### src/bdrv_defs.svh
// Purpose: named constants for the bridge driver register and control block
// Assumes: 16-bit serial frames, address in the top nibble, parity in bit 0
// Notes:   included by bare name
`ifndef BDRV_DEFS_SVH
`define BDRV_DEFS_SVH

`define BDRV_FRAME_BITS  5'h10
`define BDRV_ADDR_MSB    15
`define BDRV_ADDR_LSB    12
`define BDRV_WR_BIT      11
`define BDRV_ADDR_DIAG0  4'hC
`define BDRV_ADDR_DIAG1  4'hD
`define BDRV_ADDR_DIAG2  4'hE
`define BDRV_ADDR_CTRL   4'hF
`define BDRV_ADDR_NONE   4'h0

// control register fields
`define BDRV_DG_MSB      10
`define BDRV_DG_LSB      9
`define BDRV_DBM_BIT     8
`define BDRV_ESF_BIT     7
`define BDRV_BH_BIT      4
`define BDRV_BL_BIT      3
`define BDRV_AH_BIT      2
`define BDRV_AL_BIT      1
`define BDRV_CTRL_MASK   16'h079E
`define BDRV_CTRL_DRVMSK 16'h001E
`define BDRV_CTRL_RST    16'h0080

// diagnostic register fields
`define BDRV_D0_V3O      10
`define BDRV_D0_V3U      9
`define BDRV_D0_BHU      4
`define BDRV_D0_BLU      3
`define BDRV_D0_AHU      2
`define BDRV_D0_ALU      1
`define BDRV_D1_VRO      10
`define BDRV_D1_VRU      9
`define BDRV_D1_BHO      4
`define BDRV_D1_BLO      3
`define BDRV_D1_AHO      2
`define BDRV_D1_ALO      1
`define BDRV_D2_VSO      10
`define BDRV_D2_VSU      9
`define BDRV_D2_VB       7
`define BDRV_D2_VA       6
`define BDRV_D2_OCB      3
`define BDRV_D2_OCA      2
`define BDRV_D2_OL       1

// status word fields
`define BDRV_ST_FF       15
`define BDRV_ST_POR      14
`define BDRV_ST_SE       13
`define BDRV_ST_OT       11
`define BDRV_ST_TW       10
`define BDRV_ST_VS       9
`define BDRV_ST_VLO      8
`define BDRV_ST_ETO      7
`define BDRV_ST_VR       6
`define BDRV_ST_V3       5
`define BDRV_ST_LDF      4
`define BDRV_ST_BSU      3
`define BDRV_ST_GSU      2
`define BDRV_ST_DSO      1

// timing
`define BDRV_CLK_NS      4
`define BDRV_PULSE_NS    1000
`define BDRV_PULSE_CYC   ((`BDRV_PULSE_NS + `BDRV_CLK_NS - 1) / `BDRV_CLK_NS)
`define BDRV_PCNT_W      9

`endif

### src/bdrv_pkg.sv
// Purpose: shared types of the bridge driver register and control block
// Assumes: constants live in bdrv_defs.svh
// Notes:   no imports, use bdrv_pkg::name
package bdrv_pkg;

   typedef enum logic [1:0] {
      BDRV_DG_FAULT = 2'b00,
      BDRV_DG_PULSE = 2'b01,
      BDRV_DG_TEMP  = 2'b10,
      BDRV_DG_SENSE = 2'b11
   } bdrv_dgsel_t;

   typedef enum logic [1:0] {
      BDRV_PH_OFF  = 2'b00,
      BDRV_PH_HIGH = 2'b01,
      BDRV_PH_LOW  = 2'b10,
      BDRV_PH_DEAD = 2'b11
   } bdrv_phase_st_t;

endpackage : bdrv_pkg

### src/bdrv_deadtime.sv
// Purpose: one bridge phase, keeps high and low gates apart by a dead time
// Assumes: requests are synchronous to clk
// Notes:   both requests at once keep both gates off
`timescale 1ns/1ps
`include "bdrv_defs.svh"
module bdrv_deadtime (
   input  wire logic       clk,        // system clock
   input  wire logic       rst_n,      // async reset, active low
   input  wire logic       ce,         // clock enable
   input  wire logic       hi_req,     // high-side on request
   input  wire logic       lo_req,     // low-side on request
   input  wire logic [7:0] dead_cyc,   // dead time in clock cycles
   output logic            hi_gate,    // high-side gate drive
   output logic            lo_gate     // low-side gate drive
);
   bdrv_pkg::bdrv_phase_st_t st_r;
   bdrv_pkg::bdrv_phase_st_t st_nxt;
   logic [7:0]               cnt_r;

   always_comb begin
      st_nxt = st_r;
      case (st_r)
         bdrv_pkg::BDRV_PH_OFF: begin
            if (hi_req && !lo_req) st_nxt = bdrv_pkg::BDRV_PH_HIGH;
            else if (lo_req && !hi_req) st_nxt = bdrv_pkg::BDRV_PH_LOW;
         end
         bdrv_pkg::BDRV_PH_HIGH: begin
            if (!hi_req || lo_req) st_nxt = bdrv_pkg::BDRV_PH_DEAD;
         end
         bdrv_pkg::BDRV_PH_LOW: begin
            if (!lo_req || hi_req) st_nxt = bdrv_pkg::BDRV_PH_DEAD;
         end
         bdrv_pkg::BDRV_PH_DEAD: begin
            if (cnt_r == 8'h00) st_nxt = bdrv_pkg::BDRV_PH_OFF;
         end
         default: st_nxt = bdrv_pkg::BDRV_PH_OFF;
      endcase
   end

   always_ff @(posedge clk or negedge rst_n) begin
      if (!rst_n) begin
         st_r    <= bdrv_pkg::BDRV_PH_OFF;
         hi_gate <= 1'b0;
         lo_gate <= 1'b0;
      end else if (ce) begin
         st_r    <= st_nxt;
         hi_gate <= (st_nxt == bdrv_pkg::BDRV_PH_HIGH);
         lo_gate <= (st_nxt == bdrv_pkg::BDRV_PH_LOW);
      end
   end

   // counter reloads on entry to dead state, so every turn-off pays the full time
   always_ff @(posedge clk or negedge rst_n) begin
      if (!rst_n) begin
         cnt_r <= 8'h00;
      end else if (ce) begin
         if (st_r != bdrv_pkg::BDRV_PH_DEAD) cnt_r <= dead_cyc;
         else if (cnt_r != 8'h00) cnt_r <= cnt_r - 8'h01;
      end
   end
endmodule : bdrv_deadtime

### src/bdrv_regs.sv
// Purpose: serial register bank, status word and bridge gate logic of the driver
// Assumes: host is serial master, mode 0, msb first, 16-bit frames under strobe_n
// Notes:   all serial, fault, signal and bridge input pins pass a two-flop synchroniser; dead_cyc does not; serial clock is oversampled
`timescale 1ns/1ps
`include "bdrv_defs.svh"
module bdrv_regs (
   input  wire logic       clk,             // 250 MHz system clock
   input  wire logic       rst_n,           // async reset, active low
   input  wire logic       ce,              // clock enable, freezes state
   input  wire logic       strobe_n,        // serial frame strobe, active low
   input  wire logic       sclk,            // serial clock from host
   input  wire logic       sdi,             // serial data in
   output logic            sdo,             // serial data out
   output logic            sdo_oe_n,        // sdo drive enable, active low
   input  wire logic       logic_supply_over_flag,  // raw fault input
   input  wire logic       logic_supply_under_flag, // raw fault input
   input  wire logic       b_high_gate_under_flag,  // raw fault input
   input  wire logic       b_low_gate_under_flag,   // raw fault input
   input  wire logic       a_high_gate_under_flag,  // raw fault input
   input  wire logic       a_low_gate_under_flag,   // raw fault input
   input  wire logic       regulator_over_flag,     // raw fault input
   input  wire logic       regulator_under_flag,    // raw fault input
   input  wire logic       b_high_drain_over_flag,  // raw fault input
   input  wire logic       b_low_drain_over_flag,   // raw fault input
   input  wire logic       a_high_drain_over_flag,  // raw fault input
   input  wire logic       a_low_drain_over_flag,   // raw fault input
   input  wire logic       battery_over_flag,       // raw fault input
   input  wire logic       battery_under_flag,      // raw fault input
   input  wire logic       b_boot_under_flag,       // raw fault input
   input  wire logic       a_boot_under_flag,       // raw fault input
   input  wire logic       b_overcurrent_flag,      // raw fault input
   input  wire logic       a_overcurrent_flag,      // raw fault input
   input  wire logic       open_load_flag,          // raw fault input
   input  wire logic       overtemp_flag,           // raw overtemperature
   input  wire logic       temp_warning_flag,       // raw temperature warning
   input  wire logic       logic_over_flag,         // raw logic overvoltage
   input  wire logic       enable_watchdog_timeout_flag, // raw watchdog timeout
   input  wire logic       temp_sig,        // temperature signal for diag pin
   input  wire logic       sense_sig,       // sense amp signal for diag pin
   input  wire logic       a_high_in,       // phase a high input, active high
   input  wire logic       a_low_in_n,      // phase a low input, active low
   input  wire logic       b_high_in_n,     // phase b high input, active low
   input  wire logic       b_low_in,        // phase b low input, active high
   input  wire logic [7:0] dead_cyc,        // dead time in clock cycles
   output logic            diag_out,        // diagnostic pin
   output logic            boot_manager_off,// bootstrap manager disable
   output logic            a_high_gate,     // phase a high-side gate
   output logic            a_low_gate,      // phase a low-side gate
   output logic            b_high_gate,     // phase b high-side gate
   output logic            b_low_gate       // phase b low-side gate
);
   localparam int NSYNC = 32;

   logic [NSYNC-1:0] raw_in;
   logic [NSYNC-1:0] meta_r;
   logic [NSYNC-1:0] sync_r;
   logic [15:0]      d0_set;
   logic [15:0]      d1_set;
   logic [15:0]      d2_set;
   logic [15:0]      d0_r;
   logic [15:0]      d1_r;
   logic [15:0]      d2_r;
   logic [15:0]      ctrl_r;
   logic [15:0]      status_w;
   logic [15:0]      rx_r;
   logic [15:0]      tx_r;
   logic [4:0]       bit_cnt_r;
   logic [3:0]       reply_sel_r;
   logic             reply_stat_r;
   logic             por_r;
   logic             se_r;
   logic             sclk_d_r;
   logic             strb_d_r;
   logic             s_strb_n;
   logic             s_sclk;
   logic             s_sdi;
   logic             frame_start;
   logic             frame_end;
   logic             sclk_rise;
   logic             sclk_fall;
   logic             frame_ok;
   logic             wr_ctrl;
   logic             rd_req;
   logic [3:0]       rx_addr;
   logic             any_fault;
   logic             stop_bridge;
   logic [`BDRV_PCNT_W-1:0] pulse_cnt_r;
   logic             pulse_r;
   bdrv_pkg::bdrv_dgsel_t dg_sel;

   // odd parity over the upper fifteen bits
   function automatic logic odd_par(input logic [15:0] w);
      odd_par = ~(^w[15:1]);
   endfunction : odd_par

   function automatic logic [15:0] with_par(input logic [15:0] w);
      with_par = {w[15:1], odd_par(w)};
   endfunction : with_par

   assign raw_in = {sense_sig, temp_sig, enable_watchdog_timeout_flag, logic_over_flag,
                    temp_warning_flag, overtemp_flag, open_load_flag, a_overcurrent_flag,
                    b_overcurrent_flag, a_boot_under_flag, b_boot_under_flag, battery_under_flag,
                    battery_over_flag, a_low_drain_over_flag, a_high_drain_over_flag,
                    b_low_drain_over_flag, b_high_drain_over_flag, regulator_under_flag,
                    regulator_over_flag, a_low_gate_under_flag, a_high_gate_under_flag,
                    b_low_gate_under_flag, b_high_gate_under_flag,
                    logic_supply_under_flag, logic_supply_over_flag,
                    b_low_in, b_high_in_n, a_low_in_n, a_high_in, sdi, sclk, strobe_n};

   // frame strobe and bridge inputs idle high where the pin is active low
   always_ff @(posedge clk or negedge rst_n) begin
      if (!rst_n) begin
         meta_r <= 32'h00000031;
         sync_r <= 32'h00000031;
      end else if (ce) begin
         meta_r <= raw_in;
         sync_r <= meta_r;
      end
   end

   assign s_strb_n = sync_r[0];
   assign s_sclk   = sync_r[1];
   assign s_sdi    = sync_r[2];

   // diag images, fields at the printed positions
   always_comb begin
      d0_set = 16'h0000;
      d1_set = 16'h0000;
      d2_set = 16'h0000;
      d0_set[`BDRV_D0_V3O] = sync_r[7];
      d0_set[`BDRV_D0_V3U] = sync_r[8];
      d0_set[`BDRV_D0_BHU] = sync_r[9];
      d0_set[`BDRV_D0_BLU] = sync_r[10];
      d0_set[`BDRV_D0_AHU] = sync_r[11];
      d0_set[`BDRV_D0_ALU] = sync_r[12];
      d1_set[`BDRV_D1_VRO] = sync_r[13];
      d1_set[`BDRV_D1_VRU] = sync_r[14];
      d1_set[`BDRV_D1_BHO] = sync_r[15];
      d1_set[`BDRV_D1_BLO] = sync_r[16];
      d1_set[`BDRV_D1_AHO] = sync_r[17];
      d1_set[`BDRV_D1_ALO] = sync_r[18];
      d2_set[`BDRV_D2_VSO] = sync_r[19];
      d2_set[`BDRV_D2_VSU] = sync_r[20];
      d2_set[`BDRV_D2_VB]  = sync_r[21];
      d2_set[`BDRV_D2_VA]  = sync_r[22];
      d2_set[`BDRV_D2_OCB] = sync_r[23];
      d2_set[`BDRV_D2_OCA] = sync_r[24];
      d2_set[`BDRV_D2_OL]  = sync_r[25];
   end

   // edges of the synchronised serial pins
   always_ff @(posedge clk or negedge rst_n) begin
      if (!rst_n) begin
         sclk_d_r <= 1'b0;
         strb_d_r <= 1'b1;
      end else if (ce) begin
         sclk_d_r <= s_sclk;
         strb_d_r <= s_strb_n;
      end
   end

   assign frame_start = strb_d_r && !s_strb_n;
   assign frame_end   = !strb_d_r && s_strb_n;
   assign sclk_rise   = !s_strb_n && s_sclk && !sclk_d_r;
   assign sclk_fall   = !s_strb_n && !s_sclk && sclk_d_r;

   // a frame counts only with exactly sixteen clocks and odd parity
   assign frame_ok = frame_end && (bit_cnt_r == `BDRV_FRAME_BITS)
                     && (rx_r[0] == odd_par(rx_r));
   assign rx_addr  = rx_r[`BDRV_ADDR_MSB:`BDRV_ADDR_LSB];
   assign wr_ctrl  = frame_ok && rx_r[`BDRV_WR_BIT] && (rx_addr == `BDRV_ADDR_CTRL);
   assign rd_req   = frame_ok && !rx_r[`BDRV_WR_BIT];

   always_ff @(posedge clk or negedge rst_n) begin
      if (!rst_n) begin
         rx_r      <= 16'h0000;
         bit_cnt_r <= 5'h00;
      end else if (ce) begin
         if (frame_start) begin
            bit_cnt_r <= 5'h00;
         end else if (sclk_rise) begin
            rx_r <= {rx_r[14:0], s_sdi};
            if (bit_cnt_r != 5'h1F) bit_cnt_r <= bit_cnt_r + 5'h01;
         end
      end
   end

   // hardware sets win over the read clear in the same cycle
   always_ff @(posedge clk or negedge rst_n) begin
      if (!rst_n) begin
         d0_r <= 16'h0000;
         d1_r <= 16'h0000;
         d2_r <= 16'h0000;
      end else if (ce) begin
         d0_r <= ((rd_req && rx_addr == `BDRV_ADDR_DIAG0) ? 16'h0000 : d0_r) | d0_set;
         d1_r <= ((rd_req && rx_addr == `BDRV_ADDR_DIAG1) ? 16'h0000 : d1_r) | d1_set;
         d2_r <= ((rd_req && rx_addr == `BDRV_ADDR_DIAG2) ? 16'h0000 : d2_r) | d2_set;
      end
   end

   always_ff @(posedge clk or negedge rst_n) begin
      if (!rst_n) begin
         ctrl_r <= `BDRV_CTRL_RST;
      end else if (ce && wr_ctrl) begin
         ctrl_r <= rx_r & `BDRV_CTRL_MASK;
      end
   end

   // power-on and serial error flags clear once a good frame has carried them out
   always_ff @(posedge clk or negedge rst_n) begin
      if (!rst_n) begin
         por_r <= 1'b1;
         se_r  <= 1'b0;
      end else if (ce) begin
         if (frame_end && !frame_ok) se_r <= 1'b1;
         else if (frame_ok && reply_stat_r) se_r <= 1'b0;
         if (frame_ok && reply_stat_r) por_r <= 1'b0;
      end
   end

   assign any_fault = (|d0_r) || (|d1_r) || (|d2_r);

   always_comb begin
      status_w = 16'h0000;
      status_w[`BDRV_ST_FF]  = any_fault | por_r;
      status_w[`BDRV_ST_POR] = por_r;
      status_w[`BDRV_ST_SE]  = se_r;
      status_w[`BDRV_ST_OT]  = sync_r[26];
      status_w[`BDRV_ST_TW]  = sync_r[27];
      status_w[`BDRV_ST_VS]  = d2_r[`BDRV_D2_VSO] | d2_r[`BDRV_D2_VSU];
      status_w[`BDRV_ST_VLO] = sync_r[28];
      status_w[`BDRV_ST_ETO] = sync_r[29];
      status_w[`BDRV_ST_VR]  = d1_r[`BDRV_D1_VRO] | d1_r[`BDRV_D1_VRU];
      status_w[`BDRV_ST_V3]  = d0_r[`BDRV_D0_V3O] | d0_r[`BDRV_D0_V3U];
      status_w[`BDRV_ST_LDF] = d2_r[`BDRV_D2_OCA] | d2_r[`BDRV_D2_OCB]
                               | d2_r[`BDRV_D2_OL];
      status_w[`BDRV_ST_BSU] = d2_r[`BDRV_D2_VA] | d2_r[`BDRV_D2_VB];
      status_w[`BDRV_ST_GSU] = d0_r[`BDRV_D0_BHU] | d0_r[`BDRV_D0_BLU]
                               | d0_r[`BDRV_D0_AHU] | d0_r[`BDRV_D0_ALU];
      status_w[`BDRV_ST_DSO] = d1_r[`BDRV_D1_BHO] | d1_r[`BDRV_D1_BLO]
                               | d1_r[`BDRV_D1_AHO] | d1_r[`BDRV_D1_ALO];
   end

   // a good read of address C to F turns the next reply into that register, else status goes out
   always_ff @(posedge clk or negedge rst_n) begin
      if (!rst_n) begin
         reply_sel_r <= `BDRV_ADDR_NONE;
      end else if (ce && frame_end) begin
         if (rd_req && rx_addr >= `BDRV_ADDR_DIAG0) reply_sel_r <= rx_addr;
         else reply_sel_r <= `BDRV_ADDR_NONE;
      end
   end

   // reply is frozen at strobe fall; sdo moves on the falling serial clock
   always_ff @(posedge clk or negedge rst_n) begin
      if (!rst_n) begin
         tx_r         <= 16'h0000;
         reply_stat_r <= 1'b0;
      end else if (ce) begin
         if (frame_start) begin
            reply_stat_r <= (reply_sel_r == `BDRV_ADDR_NONE);
            case (reply_sel_r)
               `BDRV_ADDR_DIAG0: tx_r <= with_par({`BDRV_ADDR_DIAG0, d0_r[11:0]});
               `BDRV_ADDR_DIAG1: tx_r <= with_par({`BDRV_ADDR_DIAG1, d1_r[11:0]});
               `BDRV_ADDR_DIAG2: tx_r <= with_par({`BDRV_ADDR_DIAG2, d2_r[11:0]});
               `BDRV_ADDR_CTRL:  tx_r <= with_par({`BDRV_ADDR_CTRL, ctrl_r[11:0]});
               default:          tx_r <= with_par(status_w);
            endcase
         end else if (sclk_fall && bit_cnt_r != 5'h00) begin
            tx_r <= {tx_r[14:0], 1'b0};
         end
      end
   end

   always_ff @(posedge clk or negedge rst_n) begin
      if (!rst_n) begin
         sdo      <= 1'b0;
         sdo_oe_n <= 1'b1;
      end else if (ce) begin
         sdo      <= tx_r[15];
         sdo_oe_n <= s_strb_n;
      end
   end

   // pulsed fault mode toggles while any fault is held
   always_ff @(posedge clk or negedge rst_n) begin
      if (!rst_n) begin
         pulse_cnt_r <= '0;
         pulse_r     <= 1'b0;
      end else if (ce) begin
         if (!any_fault) begin
            pulse_cnt_r <= '0;
            pulse_r     <= 1'b0;
         end else if (pulse_cnt_r == `BDRV_PCNT_W'(`BDRV_PULSE_CYC - 1)) begin
            pulse_cnt_r <= '0;
            pulse_r     <= !pulse_r;
         end else begin
            pulse_cnt_r <= pulse_cnt_r + `BDRV_PCNT_W'(1);
         end
      end
   end

   assign dg_sel = bdrv_pkg::bdrv_dgsel_t'(ctrl_r[`BDRV_DG_MSB:`BDRV_DG_LSB]);

   // inside a frame the pin falls back to the plain fault level
   always_ff @(posedge clk or negedge rst_n) begin
      if (!rst_n) begin
         diag_out <= 1'b1;
      end else if (ce) begin
         if (!s_strb_n) begin
            diag_out <= !any_fault;
         end else begin
            case (dg_sel)
               bdrv_pkg::BDRV_DG_FAULT: diag_out <= !any_fault;
               bdrv_pkg::BDRV_DG_PULSE: diag_out <= pulse_r;
               bdrv_pkg::BDRV_DG_TEMP:  diag_out <= sync_r[30];
               bdrv_pkg::BDRV_DG_SENSE: diag_out <= sync_r[31];
               default:                 diag_out <= !any_fault;
            endcase
         end
      end
   end

   always_ff @(posedge clk or negedge rst_n) begin
      if (!rst_n) boot_manager_off <= 1'b0;
      else if (ce) boot_manager_off <= ctrl_r[`BDRV_DBM_BIT];
   end

   assign stop_bridge = ctrl_r[`BDRV_ESF_BIT] && any_fault;

   // pin polarities let one pwm line drive the whole bridge in fast decay
   logic a_hi_req;
   logic a_lo_req;
   logic b_hi_req;
   logic b_lo_req;
   assign a_hi_req = !stop_bridge && (sync_r[3] || ctrl_r[`BDRV_AH_BIT]);
   assign a_lo_req = !stop_bridge && (!sync_r[4] || ctrl_r[`BDRV_AL_BIT]);
   assign b_hi_req = !stop_bridge && (!sync_r[5] || ctrl_r[`BDRV_BH_BIT]);
   assign b_lo_req = !stop_bridge && (sync_r[6] || ctrl_r[`BDRV_BL_BIT]);

   bdrv_deadtime u_phase_a (
      .clk      (clk),
      .rst_n    (rst_n),
      .ce       (ce),
      .hi_req   (a_hi_req),
      .lo_req   (a_lo_req),
      .dead_cyc (dead_cyc),
      .hi_gate  (a_high_gate),
      .lo_gate  (a_low_gate)
   );

   bdrv_deadtime u_phase_b (
      .clk      (clk),
      .rst_n    (rst_n),
      .ce       (ce),
      .hi_req   (b_hi_req),
      .lo_req   (b_lo_req),
      .dead_cyc (dead_cyc),
      .hi_gate  (b_high_gate),
      .lo_gate  (b_low_gate)
   );
endmodule : bdrv_regs

### config.mk
export PLATFORM = sky130hd
export DESIGN_NAME = bdrv_regs
export DESIGN_NICKNAME = d
export VERILOG_FILES = /design/src/bdrv_pkg.sv /design/src/bdrv_deadtime.sv /design/src/bdrv_regs.sv
export VERILOG_INCLUDE_DIRS = /design/src
export SDC_FILE = /design/constraint.sdc
export NUM_CORES = 1
export LEC_CHECK = 0
export BUFFER_PORTS_ARGS = -buffer_cell sky130_fd_sc_hd__buf_2
export CAP_MARGIN = 20
export CORE_MARGIN = 3
export CORE_UTILIZATION = 25
export DETAILED_ROUTE_END_ITERATION = 8
export GPL_TIMING_DRIVEN = 0
export PLACE_DENSITY = 0.48
export SYNTH_ARGS = -nofsm -noshare
export SYNTH_HDL_FRONTEND = slang
export SYNTH_HIERARCHICAL = 1
export SYNTH_SLANG_ARGS = --single-unit
### constraint.sdc
create_clock -name clk -period 3.8 [get_ports clk]
set_input_delay 0.57 -clock clk [delete_from_list [all_inputs] [get_ports clk]]
set_output_delay 0.57 -clock clk [all_outputs]
set_load 0.05 [all_outputs]
After elaboration in Yosys (flattened, before gate mapping) --
Cells that the tools add are included.
Word-level totals: flip-flop bits (word level) 203, logic and storage cells 205
Operators by class: add/sub/neg operators 4, order comparisons 1, equal/unequal tests 28, multiplexer cells 34, bitwise operators 23, reductions and logical operators 87
Operators with widths (number):
- $reduce_xor 15->1 | 6
- $mux 16 | 5
- $pmux 16 s4 | 1
- $or 16x11->16 | 3
- $reduce_or 16->1 | 3
- $eq 4x4->1 const B | 8
- $mux 8 | 4
- $logic_and 1x1->1 | 29
- $mux 2 | 10
- $mux 9 | 2
- $eq 2x2->1 const B | 8
- $logic_not 8->1 | 2
- $pmux 2 s4 | 2
- $reduce_bool 8->1 | 2
- $sub 8x1->8 const B | 2
- $logic_not 1->1 | 15
- $mux 5 | 3
- $reduce_and 2->1 | 7
- $or 1x1->1 | 13
- $reduce_bool 2->1 | 6
- $eq 2x1->1 const B | 5
- $logic_or 1x1->1 | 10
- $add 9x1->9 const B | 1
- $eq 9x8->1 const B | 1
- 15 further kinds | 29

Depth between registers and ports, before layout --
depth in word-level cells 12, gate-level depth with buffers 10

Cells and area by module --
Netlist, hierarchy kept.
By module, submodules not included:
- bdrv_regs | instances 1, cells each 582, area an instance 6985.4 um2
- bdrv_deadtime | instances 2, cells each 79, area an instance 732.0 um2

Worst setup path after synthesis --
OpenSTA, ideal clock, no wires.
path kind reg-to-reg, start register sync_r[0], end register ctrl_r[10], setup time 125 ps, arrival time 2033 ps, slack 1642 ps, stages on the path, launching flop included 6, buffers on the path 1, period minus slack after synthesis 2158 ps, path through dfstp_2 -> clkbuf_1 -> nor2b_1 -> nand4_1 -> nor4_4 -> mux2_2
Between the ends: word-level cells in the longest chain between the ends 6
RTL lines:
- start, declared | line bdrv_regs.sv:56 | logic [NSYNC-1:0] sync_r;
- start signal, assigned | line bdrv_regs.sv:117 | sync_r <= meta_r;
- $logic_and 1x1->1 | line bdrv_regs.sv:163 | assign frame_end = !strb_d_r && s_strb_n;
- $logic_and 1x1->1 (2 in series) | line bdrv_regs.sv:168 | assign frame_ok = frame_end && (bit_cnt_r == `BDRV_FRAME_BITS)
- $logic_and 1x1->1 (2 in series) | line bdrv_regs.sv:171 | assign wr_ctrl = frame_ok && rx_r[`BDRV_WR_BIT] && (rx_addr == `BDRV_ADDR_CTRL);
- $logic_and 1x1->1 | line bdrv_regs.sv:204 | end else if (ce && wr_ctrl) begin
- end signal, assigned | line bdrv_regs.sv:203 | ctrl_r <= `BDRV_CTRL_RST;
- end signal, assigned | line bdrv_regs.sv:205 | ctrl_r <= rx_r & `BDRV_CTRL_MASK;
- end, declared | line bdrv_regs.sv:63 | logic [15:0] ctrl_r;
Every way passes these cells. A chain may end at the register's enable or synchronous reset.

Final worst setup path --
start register d0_r[9], end register u_phase_a.st_r[1]
Between the ends: word-level cells in the longest chain between the ends 11
RTL lines:
- start, declared | line bdrv_regs.sv:60 | logic [15:0] d0_r;
- start signal, assigned | line bdrv_regs.sv:195 | d0_r <= ((rd_req && rx_addr == `BDRV_ADDR_DIAG0) ? 16'h0000 : d0_r) | d0_set;
- $reduce_or 16->1 (*) | line bdrv_regs.sv:221 | assign any_fault = (|d0_r) || (|d1_r) || (|d2_r);
- $logic_or 1x1->1 (*) (2 in series) | line bdrv_regs.sv:221
- $logic_and 1x1->1 (*) | line bdrv_regs.sv:329 | assign stop_bridge = ctrl_r[`BDRV_ESF_BIT] && any_fault;
- $logic_not 1->1 (*) | line bdrv_regs.sv:336 | assign a_hi_req = !stop_bridge && (sync_r[3] || ctrl_r[`BDRV_AH_BIT]);
- $logic_and 1x1->1 (*) | line bdrv_regs.sv:336
- net a_hi_req | line bdrv_regs.sv:332 | logic a_hi_req;
- $logic_not 1->1 | line bdrv_deadtime.sv:25, bdrv_deadtime.sv:28
- $logic_and 1x1->1 | line bdrv_deadtime.sv:25 | else if (lo_req && !hi_req) st_nxt = bdrv_pkg::BDRV_PH_LOW;
- $mux 2 | line bdrv_deadtime.sv:25
- $mux 2 | line bdrv_deadtime.sv:24 | if (hi_req && !lo_req) st_nxt = bdrv_pkg::BDRV_PH_HIGH;
- $pmux 2 s4 (*) | line bdrv_deadtime.sv:22 | case (st_r)
- end signal, assigned | line bdrv_deadtime.sv:42 | st_r <= bdrv_pkg::BDRV_PH_OFF;
- end signal, assigned | line bdrv_deadtime.sv:46 | st_r <= st_nxt;
- end, declared | line bdrv_deadtime.sv:16 | bdrv_pkg::bdrv_phase_st_t st_r;
Mark *: on every way through the listed nets, which the timed path passes. The rest lies on a longest branch.

==> results.cfg <==
[layout]
multiInputGateArea_sq_um = 3810
drive_above_1_share_pct = 25.3
area_delta_synth_final_pct = 17.3
final_util_pct = 30.1
register_area_sq_um = 4370
nFillCells = 3407
n_antenna_cell = 0
fin_nets = 875

[place]
place_hpwl_um = 14300
place_congestion = 0.816
portBuffers = 50

[sta]
finalSetupViolations = 0
slew_violations = 0
worst_hold_slack_ps = 95.3
hold_viol_final = 0
worst_clock_skew_ps = 11.1
max_slew_margin_pct = 38.9
rsz0062_at_grt = no
finalCritPeriodShare_pct = 72.1
min_period_ps = 2740
tightest_slew_ps = 908
fmax_mhz = 365

[setup_path]
cp-start-kind = register
worstSetupPathType = reg2reg
worst_path_max_delay_cell = nand3_1
end_kind = register
max_stage_delay_ps = 440
path_max_fanout = 8
cp.arrival_ps = 3040
cp_cell_sequence = inv_1 > ha_1 > nor4bb_1 > nand3_1 > nand2_1 > o21a_1 > nand2b_1 > o31ai_1 > nor4_1 > nor3_1
crit_required_ps = 4110
reg2reg_setup_slack_ps = 1060

[synth]
ys.flop_type = dfrtp_1
yosysTopAreaCell = dfrtp_1
async_flop_share_pct = 100
ys_seq_area_share_pct = 51.7
syn_area_per_cell_sq_um = 11.4
synthTopCellsByCount = dfrtp_1 (164), mux2_2 (95), nand2_1 (53), o21ai_0 (49), nor2_1 (37)
yosys.area.top_type_share_pct = 48.6
ys_types = 62
syn_area_sq_um = 8450
netlist_top_cells_area = dfrtp_1 (49%), mux2_2 (13%), xnor2_1 (3.6%)
ys_seq_elements = 174
synth_edf_count = 0
synth_nets = 805
yosysWarnings = 6
synth_most_common_cell = dfrtp_1
synth_cells = 740

[grt]
grt_use_met3_pct = 2.08
grt-ovfl-total = 0
grt_use_met2_pct = 17.4
grt_max_degree = 94
grt_pass1_wl_um = 32900
top_usage_layer = met2
grt_pass1_vias = 5804
antenna_found_initial = 0
met1_usage_pct = 16.9
grtUsageTotal_pct = 11.6

[clock_network]
clock_latency_ps = 440
postCtsResizedCells = 0
numCtsBuffers = 17
cts_num_sinks = 174
cts_max_level = 4
clkSlewWorstSetupHoldPaths_ps = 80
cts_tree = done
clock_path_buffers = 2
hold_buffers = 0
clock-root-buffer = clkbuf_16
cts_setup_buffers = 0

[die]
fp.dieArea_sq_um = 36000
start_util_pct = 25.6
ios = 51
die_w_um = 190
num_rows = 66
chipHeight_um = 190
coreArea_sq_um = 32900

[min_path]
min_path_type = in2async

[detailed_routing]
wl_per_cell_um = 15.8
via_count = 5756
drtPass1Iterations = 5
drt-total-wl_um = 20000
vias_per_cell = 4.55
drt_iter0_drc = 361
drcViolationCount = 0
postRouteAntennaNets = 0

[pwr]
switchingPower_mw = 1.85
p_seq_share_pct = 44.3
p_sw_share_pct = 33.0
comb_power_share_pct = 23.2
power_density_nw_per_um2 = 564
peakVddDrop_mv = 0.282
power_frac_clock_pct = 32.5
internal_power_mw = 3.75
leakage_nw = 4.38

[run_status]
status = completed

[run]
drv_cap = 0
[flip-flops by register name, summed over array words and instances (netlist names), 2 cells and up]
signal	count
meta_r	32
sync_r	32
rx_r	16
tx_r	16
pulse_cnt_r	9
ctrl_r	8
u_phase_a/cnt_r	8
u_phase_b/cnt_r	8
d2_r	7
d0_r	6
d1_r	6
bit_cnt_r	5
reply_sel_r	4
u_phase_a/st_r	2
u_phase_b/st_r	2
[power by group through the flow]
stage / clock network [mW] / registers (mW) / logic [mW]
2_1_floorplan: 0 / 2.46 / 0.992
3_3_place_gp: 0 / 2.51 / 1.29
3_5_place_dp: 0 / 2.51 / 1.31
4_1_cts: 1.88 / 2.48 / 1.31
5_1_grt: 1.96 / 2.54 / 1.47
6_report: 1.82 / 2.48 / 1.30
[cells in the final DEF, fill, tap and decap left out, types with 16 or more instances in the layout]
| cell type | count |
|---|---|
| a22o_1 | 23 |
| nand3_1 | 16 |
| a21oi_1 | 25 |
| ha_1 | 22 |
| nor2_1 | 37 |
| mux2_2 | 95 |
| dfrtp_1 | 164 |
| inv_1 | 34 |
| o21ai_0 | 49 |
| xnor2_1 | 35 |
| nand2_1 | 53 |
| buf_2 | 52 |
| clkbuf_16 | 17 |
| clkbuf_1 | 19 |
[worst paths after layout]
check	startpoint	cells after the start	end
max in group asynchronous	rst_n	2	por_r$_DFFE_PN1P_
max reg2reg	d0_r[9]$_DFFE_PN0P_	10	u_phase_a/st_r[1]$_DFFE_PN0P_
min	rst_n	1	u_phase_a/cnt_r[3]$_DFFE_PN0P_
min in group clk	a_high_gate_under_flag	2	meta_r[11]$_DFFE_PN0P_
max	d0_r[9]$_DFFE_PN0P_	10	u_phase_a/st_r[1]$_DFFE_PN0P_
min reg2reg	reply_stat_r$_DFFE_PN0P_	1	por_r$_DFFE_PN1P_
[area by class of cell]
type	count	share of cell area [%]
Clock buffer	17	4.29
Buffer	31	1.44
Multi-Input combinational cell	501	38.5
Clock inverter	15	1.98
Sequential cell	174	44.1
Inverter	34	1.29
Timing Repair Buffer	51	2.90
Tap cell	442	5.58
[critical path: cells and delay by family (launching register included)]
family	cells	cell delay (ps)
AO/OA/AOI/OAI	2	240
AND/OR/NAND/NOR	6	1640
buffers and inverters	1	80
adder cells (fa/ha/maj)	1	220
flip-flops	1	430
[routing by layer]
layer,routed length (um),up-vias
li1,-,2820
met3,579,23
met4,322,0
met1,10300,2825
met5,0,-
met2,8750,88
[per-stage QoR]
stage / setup slack (ps) / std cells / instance area [sq um] / setup TNS (ps) / total power, mW
after floorplan: 1640 / 740 / 8450 / 0 / 3.45
final: 1060 / 1265 / 9910 / 0 / 5.59
after detailed placement: 902 / 1233 / 9290 / 0 / 3.82
after CTS: 1010 / 1265 / 9910 / 0 / 5.67
after global placement: -862 / 1232 / 9250 / -138970 / 3.80
after global routing: 634 / 1265 / 9910 / 0 / 5.97
[logic make-up (layout without fill, tap and decap cells)]
logic type,count (synthesis),in the layout,share of synthesized area [%]
buffers and inverters,65,148,3.20
AO/OA/AOI/OAI,154,154,12.3
AND/OR/NAND/NOR,177,177,11.0
XOR/XNOR,44,44,4.89
flip-flops,174,174,51.7
adder cells (fa/ha/maj),22,22,3.26
multiplexers,104,104,13.7
Note: power is estimated with default switching activity, not from simulation.
